## src/logic/pulse_delay_defines.vh

```
// Constants for the triggered pulse delay generator: register map, fields, timing.
// Assumes a 20 MHz clock (50 ns period); times are given in ns.
`ifndef PULSE_DELAY_DEFINES_VH
`define PULSE_DELAY_DEFINES_VH

// Register byte offsets
`define REG_CTRL 8'h00
`define REG_DELAY 8'h04
`define REG_WIDTH 8'h08
`define REG_SYNC 8'h0c
`define REG_STATUS 8'h10

// Control register fields
`define CTRL_TOGGLE_BIT 0
`define CTRL_POL_BIT 1

// Status register fields
`define STAT_ENABLE_BIT 0
`define STAT_BUSY_BIT 1
`define STAT_VIDEO_BIT 2

// Timing in ns, and the clock period
`define CLK_PERIOD_NS 50
`define DELAY_MIN_NS 100
`define DELAY_MAX_NS 1000000000
`define WIDTH_MIN_NS 50
`define WIDTH_MAX_NS 10000000
`define SYNC_GUARD_NS 50
`define RF_LAG_NS 50

// Cycle counts: least times round up, longest round down
`define DELAY_MIN_CYC ((`DELAY_MIN_NS + `CLK_PERIOD_NS - 1) / `CLK_PERIOD_NS)
`define DELAY_MAX_CYC (`DELAY_MAX_NS / `CLK_PERIOD_NS)
`define WIDTH_MIN_CYC ((`WIDTH_MIN_NS + `CLK_PERIOD_NS - 1) / `CLK_PERIOD_NS)
`define WIDTH_MAX_CYC (`WIDTH_MAX_NS / `CLK_PERIOD_NS)
`define SYNC_GUARD_CYC ((`SYNC_GUARD_NS + `CLK_PERIOD_NS - 1) / `CLK_PERIOD_NS)
`define RF_LAG_CYC ((`RF_LAG_NS + `CLK_PERIOD_NS - 1) / `CLK_PERIOD_NS)

// Reset values of the settings
`define DELAY_RESET 32'h00000002
`define WIDTH_RESET 32'h00000001
`define SYNC_RESET 32'h00000000

// Bus responses
`define RESP_OKAY 2'b00
`define RESP_SLVERR 2'b10

`endif

```

## src/logic/trigger_edge_sync.v

```verilog
// Three-flop synchroniser for the trigger pin with selectable edge detection.
// Assumes the pin is asynchronous to clock_i; a change counts once flops 2 and 3 agree.
`timescale 1ns/10ps
`default_nettype none
module trigger_edge_sync (
  input wire clock_i,
  input wire rst_i,
  input wire pin_i,
  input wire falling_i,
  output wire edge_o
);
  reg s1_ff;
  reg s2_ff;
  reg s3_ff;
  reg level_ff;
  wire agree;
  wire nxt_level;

  // Synchroniser chain; s1 is read only by s2
  always @(posedge clock_i)
  begin
    if (rst_i)
    begin
      s1_ff <= 1'b0;
      s2_ff <= 1'b0;
      s3_ff <= 1'b0;
      level_ff <= 1'b0;
    end
    else
    begin
      s1_ff <= pin_i;
      s2_ff <= s1_ff;
      s3_ff <= s2_ff;
      level_ff <= nxt_level;
    end
  end

  // Accepted level moves only when the last two stages agree
  assign agree = (s2_ff == s3_ff);
  assign nxt_level = agree ? s3_ff : level_ff;

  // Rising or falling edge of the accepted level
  assign edge_o = falling_i ? (level_ff & ~nxt_level) : (~level_ff & nxt_level); // RULE2
endmodule // trigger_edge_sync
`default_nettype wire

```

## src/logic/triggered_pulse_delay_generator.v

```verilog
// Triggered pulse delay generator with AXI4-Lite register access.
// Assumes a single 20 MHz clock, synchronous active-high reset, and a TTL trigger pin.
// How it works
// RULE1: While enabled and idle, each valid trigger edge produces exactly one video pulse.
// RULE2: Polarity bit picks rising or falling trigger edge as valid.
// RULE3: Video pulse rises a programmed delay after the trigger edge.
// RULE4: Video pulse stays high for the programmed width.
// RULE5: Sync pulse starts a programmed interval after video rises, at most width minus 50 ns.
// RULE6: RF gate follows the video pulse about 50 ns later.
// RULE7: Writing the toggle bit inverts the modulation enable.
// RULE8: One width register serves every internal mode.
// RULE9: Status shows modulation active while enabled.
// RULE10: Triggers during a delay or pulse in progress are ignored.
`timescale 1ns/10ps
`default_nettype none
`include "pulse_delay_defines.vh"
module triggered_pulse_delay_generator #(
  parameter CNT_W = 32
) (
  input wire clock_i,
  input wire rst_i,
  input wire trigger_input_i,
  output reg video_pulse_o,
  output reg sync_pulse_output_o,
  output reg rf_gate_o,
  output wire mod_active_o,
  input wire [7:0] s_axi_awaddr_i,
  input wire s_axi_awvalid_i,
  output wire s_axi_awready_o,
  input wire [31:0] s_axi_wdata_i,
  input wire [3:0] s_axi_wstrb_i,
  input wire s_axi_wvalid_i,
  output wire s_axi_wready_o,
  output reg [1:0] s_axi_bresp_o,
  output reg s_axi_bvalid_o,
  input wire s_axi_bready_i,
  input wire [7:0] s_axi_araddr_i,
  input wire s_axi_arvalid_i,
  output wire s_axi_arready_o,
  output reg [31:0] s_axi_rdata_o,
  output reg [1:0] s_axi_rresp_o,
  output reg s_axi_rvalid_o,
  input wire s_axi_rready_i
);
  localparam [1:0] ST_IDLE = 2'd0;
  localparam [1:0] ST_DELAY = 2'd1;
  localparam [1:0] ST_PULSE = 2'd2;
  localparam [CNT_W-1:0] RF_LAG = `RF_LAG_CYC;
  localparam [CNT_W-1:0] GUARD = `SYNC_GUARD_CYC;
  localparam [CNT_W-1:0] D_MIN = `DELAY_MIN_CYC;
  localparam [CNT_W-1:0] D_MAX = `DELAY_MAX_CYC;
  localparam [CNT_W-1:0] W_MIN = `WIDTH_MIN_CYC;
  localparam [CNT_W-1:0] W_MAX = `WIDTH_MAX_CYC;

  reg enable_ff;
  reg falling_ff;
  reg [CNT_W-1:0] delay_ff;
  reg [CNT_W-1:0] width_ff;
  reg [CNT_W-1:0] sync_ff;
  reg [1:0] state_ff;
  reg [1:0] nxt_state;
  reg [CNT_W-1:0] cnt_ff;
  reg [CNT_W-1:0] nxt_cnt;
  reg [CNT_W-1:0] lag_ff;
  reg aw_ff;
  reg w_ff;
  reg [7:0] awaddr_ff;
  reg [31:0] wdata_ff;
  reg [3:0] wstrb_ff;
  wire trig_edge;
  wire do_write;
  wire [CNT_W-1:0] delay_eff;
  wire [CNT_W-1:0] width_eff;
  wire [CNT_W-1:0] sync_lim;
  wire [CNT_W-1:0] sync_eff;
  wire [31:0] wmerge;

  trigger_edge_sync u_sync (
    .clock_i(clock_i),
    .rst_i(rst_i),
    .pin_i(trigger_input_i),
    .falling_i(falling_ff),
    .edge_o(trig_edge)
  );

  // Settings clamped into their documented ranges
  assign delay_eff = (delay_ff < D_MIN) ? D_MIN : ((delay_ff > D_MAX) ? D_MAX : delay_ff); // RULE3
  assign width_eff = (width_ff < W_MIN) ? W_MIN : ((width_ff > W_MAX) ? W_MAX : width_ff); // RULE4
  assign sync_lim = (width_eff > GUARD) ? (width_eff - GUARD) : {CNT_W{1'b0}};
  assign sync_eff = (sync_ff > sync_lim) ? sync_lim : sync_ff; // RULE5
  assign mod_active_o = enable_ff; // RULE9

  // Trigger sequencer: idle, delay count, pulse count
  always @*
  begin
    nxt_state = state_ff;
    nxt_cnt = cnt_ff;
    case (state_ff)
      ST_IDLE:
      begin
        if (enable_ff && trig_edge) // RULE1
        begin
          nxt_state = ST_DELAY;
          nxt_cnt = delay_eff - 1'b1; // RULE3
        end
      end
      ST_DELAY:
      begin
        if (!enable_ff)
          nxt_state = ST_IDLE;
        else if (cnt_ff == {CNT_W{1'b0}})
        begin
          nxt_state = ST_PULSE;
          nxt_cnt = {CNT_W{1'b0}};
        end
        else
          nxt_cnt = cnt_ff - 1'b1; // RULE10
      end
      ST_PULSE:
      begin
        if (!enable_ff || cnt_ff == width_eff - 1'b1) // RULE4
          nxt_state = ST_IDLE;
        else
          nxt_cnt = cnt_ff + 1'b1;
      end
      default:
        nxt_state = ST_IDLE;
    endcase
  end

  // Sequencer registers and pulse outputs
  always @(posedge clock_i)
  begin
    if (rst_i)
    begin
      state_ff <= ST_IDLE;
      cnt_ff <= {CNT_W{1'b0}};
      video_pulse_o <= 1'b0;
      sync_pulse_output_o <= 1'b0;
      rf_gate_o <= 1'b0;
      lag_ff <= {CNT_W{1'b0}};
    end
    else
    begin
      state_ff <= nxt_state;
      cnt_ff <= nxt_cnt;
      video_pulse_o <= (nxt_state == ST_PULSE);
      // Sync high from its offset to the end of the video pulse
      sync_pulse_output_o <= (nxt_state == ST_PULSE) && (nxt_cnt >= sync_eff); // RULE5
      // RF gate trails video by a shift of RF_LAG cycles
      lag_ff <= {lag_ff[CNT_W-2:0], (nxt_state == ST_PULSE)};
      rf_gate_o <= lag_ff[RF_LAG-1]; // RULE6
    end
  end

  // AXI4-Lite write: capture address and data in either order
  assign s_axi_awready_o = !aw_ff && !s_axi_bvalid_o;
  assign s_axi_wready_o = !w_ff && !s_axi_bvalid_o;
  assign do_write = aw_ff && w_ff && !s_axi_bvalid_o;

  // Byte-lane merge of write data over the addressed register
  function [31:0] merge;
    input [31:0] old;
    input [31:0] nw;
    input [3:0] st;
    integer i;
    begin
      merge = old;
      for (i = 0; i < 4; i = i + 1)
        if (st[i])
          merge[i*8 +: 8] = nw[i*8 +: 8];
    end
  endfunction

  assign wmerge = merge((awaddr_ff == `REG_DELAY) ? delay_ff :
                        (awaddr_ff == `REG_WIDTH) ? width_ff : sync_ff, wdata_ff, wstrb_ff);

  // Write channel and settings registers
  always @(posedge clock_i)
  begin
    if (rst_i)
    begin
      aw_ff <= 1'b0;
      w_ff <= 1'b0;
      awaddr_ff <= 8'h00;
      wdata_ff <= 32'h00000000;
      wstrb_ff <= 4'h0;
      s_axi_bvalid_o <= 1'b0;
      s_axi_bresp_o <= `RESP_OKAY;
      enable_ff <= 1'b0;
      falling_ff <= 1'b0;
      delay_ff <= `DELAY_RESET;
      width_ff <= `WIDTH_RESET;
      sync_ff <= `SYNC_RESET;
    end
    else
    begin
      if (s_axi_awvalid_i && s_axi_awready_o)
      begin
        aw_ff <= 1'b1;
        awaddr_ff <= {s_axi_awaddr_i[7:2], 2'b00};
      end
      if (s_axi_wvalid_i && s_axi_wready_o)
      begin
        w_ff <= 1'b1;
        wdata_ff <= s_axi_wdata_i;
        wstrb_ff <= s_axi_wstrb_i;
      end
      if (do_write)
      begin
        aw_ff <= 1'b0;
        w_ff <= 1'b0;
        s_axi_bvalid_o <= 1'b1;
        s_axi_bresp_o <= `RESP_OKAY;
        case (awaddr_ff)
          `REG_CTRL:
          begin
            if (wstrb_ff[0])
            begin
              if (wdata_ff[`CTRL_TOGGLE_BIT])
                enable_ff <= ~enable_ff; // RULE7
              falling_ff <= wdata_ff[`CTRL_POL_BIT]; // RULE2
            end
          end
          `REG_DELAY: delay_ff <= wmerge;
          `REG_WIDTH: width_ff <= wmerge; // RULE8
          `REG_SYNC: sync_ff <= wmerge;
          `REG_STATUS: s_axi_bresp_o <= `RESP_OKAY;
          default: s_axi_bresp_o <= `RESP_SLVERR;
        endcase
      end
      else if (s_axi_bvalid_o && s_axi_bready_i)
        s_axi_bvalid_o <= 1'b0;
    end
  end

  // AXI4-Lite read: one cycle answer after the address is taken
  assign s_axi_arready_o = !s_axi_rvalid_o;

  always @(posedge clock_i)
  begin
    if (rst_i)
    begin
      s_axi_rvalid_o <= 1'b0;
      s_axi_rdata_o <= 32'h00000000;
      s_axi_rresp_o <= `RESP_OKAY;
    end
    else if (s_axi_arvalid_i && s_axi_arready_o)
    begin
      s_axi_rvalid_o <= 1'b1;
      s_axi_rresp_o <= `RESP_OKAY;
      case ({s_axi_araddr_i[7:2], 2'b00})
        `REG_CTRL: s_axi_rdata_o <= {30'h0, falling_ff, 1'b0};
        `REG_DELAY: s_axi_rdata_o <= delay_ff;
        `REG_WIDTH: s_axi_rdata_o <= width_ff;
        `REG_SYNC: s_axi_rdata_o <= sync_ff;
        `REG_STATUS: s_axi_rdata_o <= {29'h0, video_pulse_o, (state_ff != ST_IDLE), enable_ff}; // RULE9
        default:
        begin
          s_axi_rdata_o <= 32'h00000000;
          s_axi_rresp_o <= `RESP_SLVERR;
        end
      endcase
    end
    else if (s_axi_rvalid_o && s_axi_rready_i)
      s_axi_rvalid_o <= 1'b0;
  end
endmodule // triggered_pulse_delay_generator
`default_nettype wire

```

## config.mk

```make
export PLATFORM = sky130hd
export DESIGN_NAME = triggered_pulse_delay_generator
export DESIGN_NICKNAME = d
export VERILOG_FILES = /design/src/logic/trigger_edge_sync.v /design/src/logic/triggered_pulse_delay_generator.v
export VERILOG_INCLUDE_DIRS = /design/src /design/src/logic
export SDC_FILE = /design/constraint.sdc
export NUM_CORES = 1
export LEC_CHECK = 0
export BUFFER_PORTS_ARGS = -buffer_cell sky130_fd_sc_hd__buf_2
export CORE_MARGIN = 3
export CORE_UTILIZATION = 55
export DETAILED_ROUTE_END_ITERATION = 8
export PLACE_DENSITY_LB_ADDON = 0.15
export SLEW_MARGIN = 20
export SYNTH_ARGS = -nofsm -noshare
export SYNTH_HDL_FRONTEND = slang
export SYNTH_SLANG_ARGS = --single-unit
```

## constraint.sdc

```tcl
create_clock -name clock_i -period 8.6 [get_ports clock_i]
set_clock_uncertainty 0.1 [all_clocks]
set_input_delay 1.29 -clock clock_i [delete_from_list [all_inputs] [get_ports clock_i]]
set_output_delay 1.29 -clock clock_i [all_outputs]
set_load 0.05 [all_outputs]
```

Word level (Yosys, flattened, before mapping)
Index checks and enable logic that the tools add are counted.
{"block": "classes", "addsub": 4, "order_cmp": 7, "n_eq_ne": 13, "muxes": 31, "n_bitwise": 5, "n_reduce_logical": 32}
{"cell": "$mux W32", "count": 12}
{"cell": "$pmux W32 S5", "count": 1}
{"cell": "$pmux W32 S3", "count": 1}
{"cell": "$sub A32 B1 Y32 const B", "count": 3}
{"cell": "$add A32 B1 Y32 const B", "count": 1}
{"cell": "$eq A32 B32 Y1", "count": 1}
{"cell": "$ge A32 B32 Y1", "count": 1}
{"cell": "$gt A32 B1 Y1 const B", "count": 1}
{"cell": "$gt A32 B18 Y1 const B", "count": 1}
{"cell": "$gt A32 B25 Y1 const B", "count": 1}
{"cell": "$gt A32 B32 Y1", "count": 1}
{"cell": "$logic_not A32 Y1", "count": 1}
{"cell": "$lt A32 B1 Y1 const B", "count": 1}
{"cell": "$lt A32 B2 Y1 const B", "count": 1}
{"cell": "$mux W8", "count": 4}
{"cell": "$eq A6 B2 Y1 const B", "count": 4}
{"cell": "$eq A6 B1 Y1 const B", "count": 2}
{"cell": "$eq A6 B3 Y1 const B", "count": 2}
{"cell": "$mux W2", "count": 6}
{"cell": "$logic_and A1 B1 Y1", "count": 11}
{"cell": "$reduce_or A5 Y1", "count": 2}
{"cell": "$logic_not A8 Y1", "count": 1}
{"cell": "$logic_not A6 Y1", "count": 1}
{"cell": "$mux W1", "count": 6}
{"cell": "other kinds (14)", "count": 26}
{"block": "word_totals", "register_bits": 222, "out_inout_bits": 45, "word_cells": 117}

Depth between registers and ports, before layout
{"block": "depth", "word_depth": 10, "depth_mapped": 35, "ltp_nobuf": 30}

Hierarchy
A second synthesis with hierarchy kept.
{"block": "hier_totals", "cells_unflattened": 1994, "area_unflattened_um2": 15209.6}
{"mod": "triggered_pulse_delay_generator", "instances": 1, "cells_each": 1981, "area_per_inst_um2": 15069.5, "seq_area_each_um2": 4304.1}
{"mod": "trigger_edge_sync", "instances": 1, "cells_each": 13, "area_per_inst_um2": 140.1, "seq_area_each_um2": 80.1}

Least setup slack after synthesis
OpenSTA, ideal clock, no wires.
{"block": "synth_timing", "kind": "register to register", "start": "reg width_ff[13]", "end": "reg sync_pulse_output_o", "setup_time_ns": 0.135, "t_arrival_ns": 6.503, "required_ns": 8.365, "path_slack_ns": 1.862, "stages_incl_launch_ff": 35, "n_path_buf": 4, "cell_sequence": "dfxtp_1 -> buf_4 -> or4_4 -> nor3_4 -> nand2_1 -> a21oi_1 -> inv_1 -> ha_1 -> clkbuf_1 -> o2111ai_1 -> nor3_1 -> nor2_1 -> inv_1 -> ha_1 -> nor2b_1 -> o21a_1 -> o21a_1 -> o21a_1 -> o21a_1 -> o211ai_1 -> a21boi_0 -> o41a_1 -> clkbuf_1 -> clkbuf_1 -> mux2i_1 -> ha_1 -> a21o_1 -> a21o_1 -> a21o_1 -> a21o_1 -> a21oi_1 -> o21ai_0 -> a211oi_1 -> o21ai_0 -> nor4b_1"}
{"block": "synth_via", "elab_chain_cells": 10, "elab_cells_between_ends": 18}
{"item": "start: declaration", "line": "triggered_pulse_delay_generator.v:58", "text": "reg [CNT_W-1:0] width_ff;"}
{"item": "start signal: assignment", "line": "triggered_pulse_delay_generator.v:193", "text": "width_ff <= `WIDTH_RESET;"}
{"item": "start signal: assignment", "line": "triggered_pulse_delay_generator.v:226", "text": "`REG_WIDTH: width_ff <= wmerge;"}
{"item": "$gt A32 B18 Y1", "line": "triggered_pulse_delay_generator.v:88", "text": "assign width_eff = (width_ff < W_MIN) ? W_MIN : ((width_ff > W_MAX) ? W_MAX : width_ff);"}
{"item": "$mux W32", "line": "triggered_pulse_delay_generator.v:88"}
{"item": "$mux W32 (*)", "line": "triggered_pulse_delay_generator.v:88"}
{"item": "parallel branches: the longest is 6 deep, another holds $sub A32 B1 Y32"}
{"item": "$logic_and A1 B1 Y1 (*)", "line": "triggered_pulse_delay_generator.v:149", "text": "sync_pulse_output_o <= (nxt_state == ST_PULSE) && (nxt_cnt >= sync_eff);"}
{"item": "end signal: assignment", "line": "triggered_pulse_delay_generator.v:149"}
{"item": "end: declaration", "line": "triggered_pulse_delay_generator.v:24", "text": "output reg sync_pulse_output_o,"}
Every way passes the cells marked *.
A chain may end at the register's enable or synchronous reset.

Worst setup path in the final report
Same ends and word-level chain as after synthesis.

==> results_dict.tcl <==
set metrics [dict create \
    status "complete, no violations" \
    fill_cells 2573 \
    post-route-period-util 0.884 \
    peakVddDrop_mv 0.135 \
    vias 16306 \
    clock_latency_ns 0.53 \
    gr-total-overflow 0 \
    max_freq_ghz 0.132 \
    cts_made_buffers 24 \
    cts_sinks 219 \
    initial_utilization 0.565 \
    wl_per_cell_um 22.2 \
    cp_num_buf_inv 1 \
    slew_headroom 0.238 \
    synth-edff-count 0 \
    worst_setup_path_start_kind "register" \
    drt-vias-per-instance 6.62 \
    dp_slack_ns 1.04 \
    required_ns 8.86 \
    dr.pass1.iters 6 \
    yosysMostFrequentCell "nor2_1" \
    drv_cap 0 \
    syn_avg_cell_area_um2 7.62 \
    hp-class "register to register" \
    synth_seq_area_share 0.275 \
    port_buffers 98 \
    finalWeightedCongestion 0.983 \
    async_reset_ff_frac 0 \
    end_kind "register" \
    crit_top_cell "o21a_1" \
    ant_nets 0 \
    slew_viol_final 0 \
    ys_ff_latch 219 \
    rows 61 \
    synth_top_cell_by_area "dfxtp_1" \
    period_minus_slack_ns 7.60 \
    io_pins 105 \
    cts_buffer_depth 3 \
    cp_slowest_stage_delay_ns 0.58 \
    clkSlewWorstSetupHoldPaths_ns 0.06 \
    ys_types 94 \
    yosys-top-cells-area "dfxtp_1, a211oi_1, nor2_1" \
    leakagePower_nw 6.79 \
    synth_warnings 0 \
    grt_max_degree 124 \
    drt_iter0_drc 1932 \
    finalWirelength_mm 54.7 \
    final_net_count 2198 \
    dpl.hpwl_mm 39.2 \
    grt_pass1_wl_mm 85.9 \
    cts_setup_buffers 0 \
    area_growth_pct 8.16 \
    postSynthCellCount 2090 \
    critPathKind "register to register" \
    cts-htree-levels 1 \
    regArea_mm2 0.00438 \
    synthesis.area_mm2 0.0159 \
    die_w_um 176 \
    holdBufCountCts 0 \
    worstPathMaxFanout 10 \
    finalSetupTns_ns 0 \
    die_y_um 176 \
    core_mm2 0.0282 \
    cts-resized-gates 0 \
    synth_common_cells "nor2_1, dfxtp_1, nand2_1, clkbuf_1" \
    cts_tree "done" \
    drc 0 \
    drive_gt1_frac 0.131 \
    yosys.area.top_type_share 0.275 \
    crit_arrival_ns 7.86 \
    hold_viol 0 \
    cp_slowest_cell "nor4_4" \
    rsz0062_at_grt "no" \
    worst_pin_slew_ns 1.14 \
    ys.flop_type "dfxtp_1" \
    die-area_mm2 0.0310 \
    critical-path-top-delay-family "compound AO/OA/AOI/OAI gates" \
    antenna_found_initial 1 \
    setup-violations-final 0 \
    cts.root.buffer_cell "clkbuf_16" \
    grt_pass1_vias 14982 \
    final.setup.worst_slack_ns 0.999 \
    multiInputGateArea_mm2 0.0107 \
    p_per_area_mw_per_mm2 144 \
    grt_usage 0.344 \
]
[final timing paths]
| check | from | endpoint | slack [ns] | cells past startpoint |
|---|---|---|---|---|
| max | width_ff[13] | sync_pulse_output_o | 1.0 | 29 |
| max reg2reg | width_ff[13] | sync_pulse_output_o | 1.0 | 29 |
| min | u_sync.s1_ff | u_sync.s2_ff | 0.34 | 1 |
| min reg2reg | u_sync.s1_ff | u_sync.s2_ff | 0.34 | 1 |
[per-stage QoR]
stage          hold slack [ns]  total power, mW  instances  utilization  cell area, um2
4_1_cts                  0.348             2.49       2463        0.611           17200
3_3_place_gp             0.318             1.46       2420        0.584           16400
6_report                 0.343             2.49       2464        0.612           17200
3_5_place_dp             0.331             1.47       2420        0.584           16400
5_1_grt                  0.361             2.57       2463        0.611           17200
2_1_floorplan            0.314             1.35       2104            -           16000
[layer usage]
layer,wire (um),part of all wire,GRT usage
met1,24000,0.44,0.492
met2,23600,0.43,0.526
met3,5470,0.10,0.0680
met4,1630,0.030,0.0990
met5,7,0.00013,0
[worst reg2reg max path, delay by kind of cell (launching register included)]
family                   cells  cell delay, ns
adder cells (fa/ha/maj)      3            0.73
flip-flops                   1            0.48
AND/OR/NAND/NOR              6            1.56
multiplexers                 1            0.32
AO/OA/AOI/OAI               18            4.16
buffers and inverters        1            0.10
[kinds of logic after synthesis]
kind of cell | Yosys count | share of synthesized area
compound gates | 607 | 0.266
mux | 94 | 0.0628
other cells | 2 | 0.000472
buf+inv | 238 | 0.0609
fa+ha+maj | 70 | 0.0550
flops | 219 | 0.275
xor+xnor | 38 | 0.0209
simple gates | 822 | 0.259
[power by group]
group / internal, mW / total [mW] / switching, mW
Combinational: 0.128 / 0.395 / 0.267
Sequential: 1.03 / 1.06 / 0.0267
Clock: 0.594 / 1.03 / 0.437
Total: 1.76 / 2.49 / 0.731
[flip-flops by register name, summed over array words and instances, names as in the netlist, 2 cells and up]
name / count
state_ff: 2
wstrb_ff: 4
awaddr_ff: 6
cnt_ff: 32
s_axi_rdata_o: 32
wdata_ff: 32
sync_ff: 32
width_ff: 32
delay_ff: 32
[final cells by class]
class / instances / share of cell area
antenna: 1 / 0.000145
clock buffer: 31 / 0.0400
clock inverter: 12 / 0.00545
inverter: 41 / 0.00894
multi-input combinational: 1647 / 0.619
sequential: 219 / 0.255
tap: 378 / 0.0275
timing repair buffer: 135 / 0.0450
[cells in the final DEF, fill, tap and decap left out, types with 10 or more instances in the layout]
master | netlist | routed
or2_2 | 15 | 15
nand3_1 | 47 | 47
buf_2 | 18 | 97
a21o_1 | 27 | 27
nor2b_1 | 25 | 24
nor2_1 | 272 | 269
a22o_1 | 32 | 32
mux2i_1 | 56 | 56
a211oi_1 | 148 | 148
ha_1 | 70 | 70
o31ai_1 | 10 | 10
a31oi_1 | 26 | 26
dfxtp_1 | 219 | 219
or4_1 | 17 | 17
nand2b_1 | 13 | 13
nor4_1 | 38 | 38
clkbuf_16 | 0 | 25
or3_1 | 22 | 22
and2_1 | 13 | 13
conb_1 | 2 | 16
nand2_1 | 187 | 186
o21a_1 | 11 | 11
o21ai_0 | 57 | 57
xnor2_1 | 22 | 22
nand4_1 | 40 | 40
nor3_1 | 67 | 67
xor2_1 | 16 | 16
inv_1 | 40 | 40
o211ai_1 | 19 | 19
a22oi_1 | 35 | 35
a21oi_1 | 148 | 148
buf_4 | 6 | 37
mux2_2 | 37 | 37
Power figures use the tool's default switching activity.
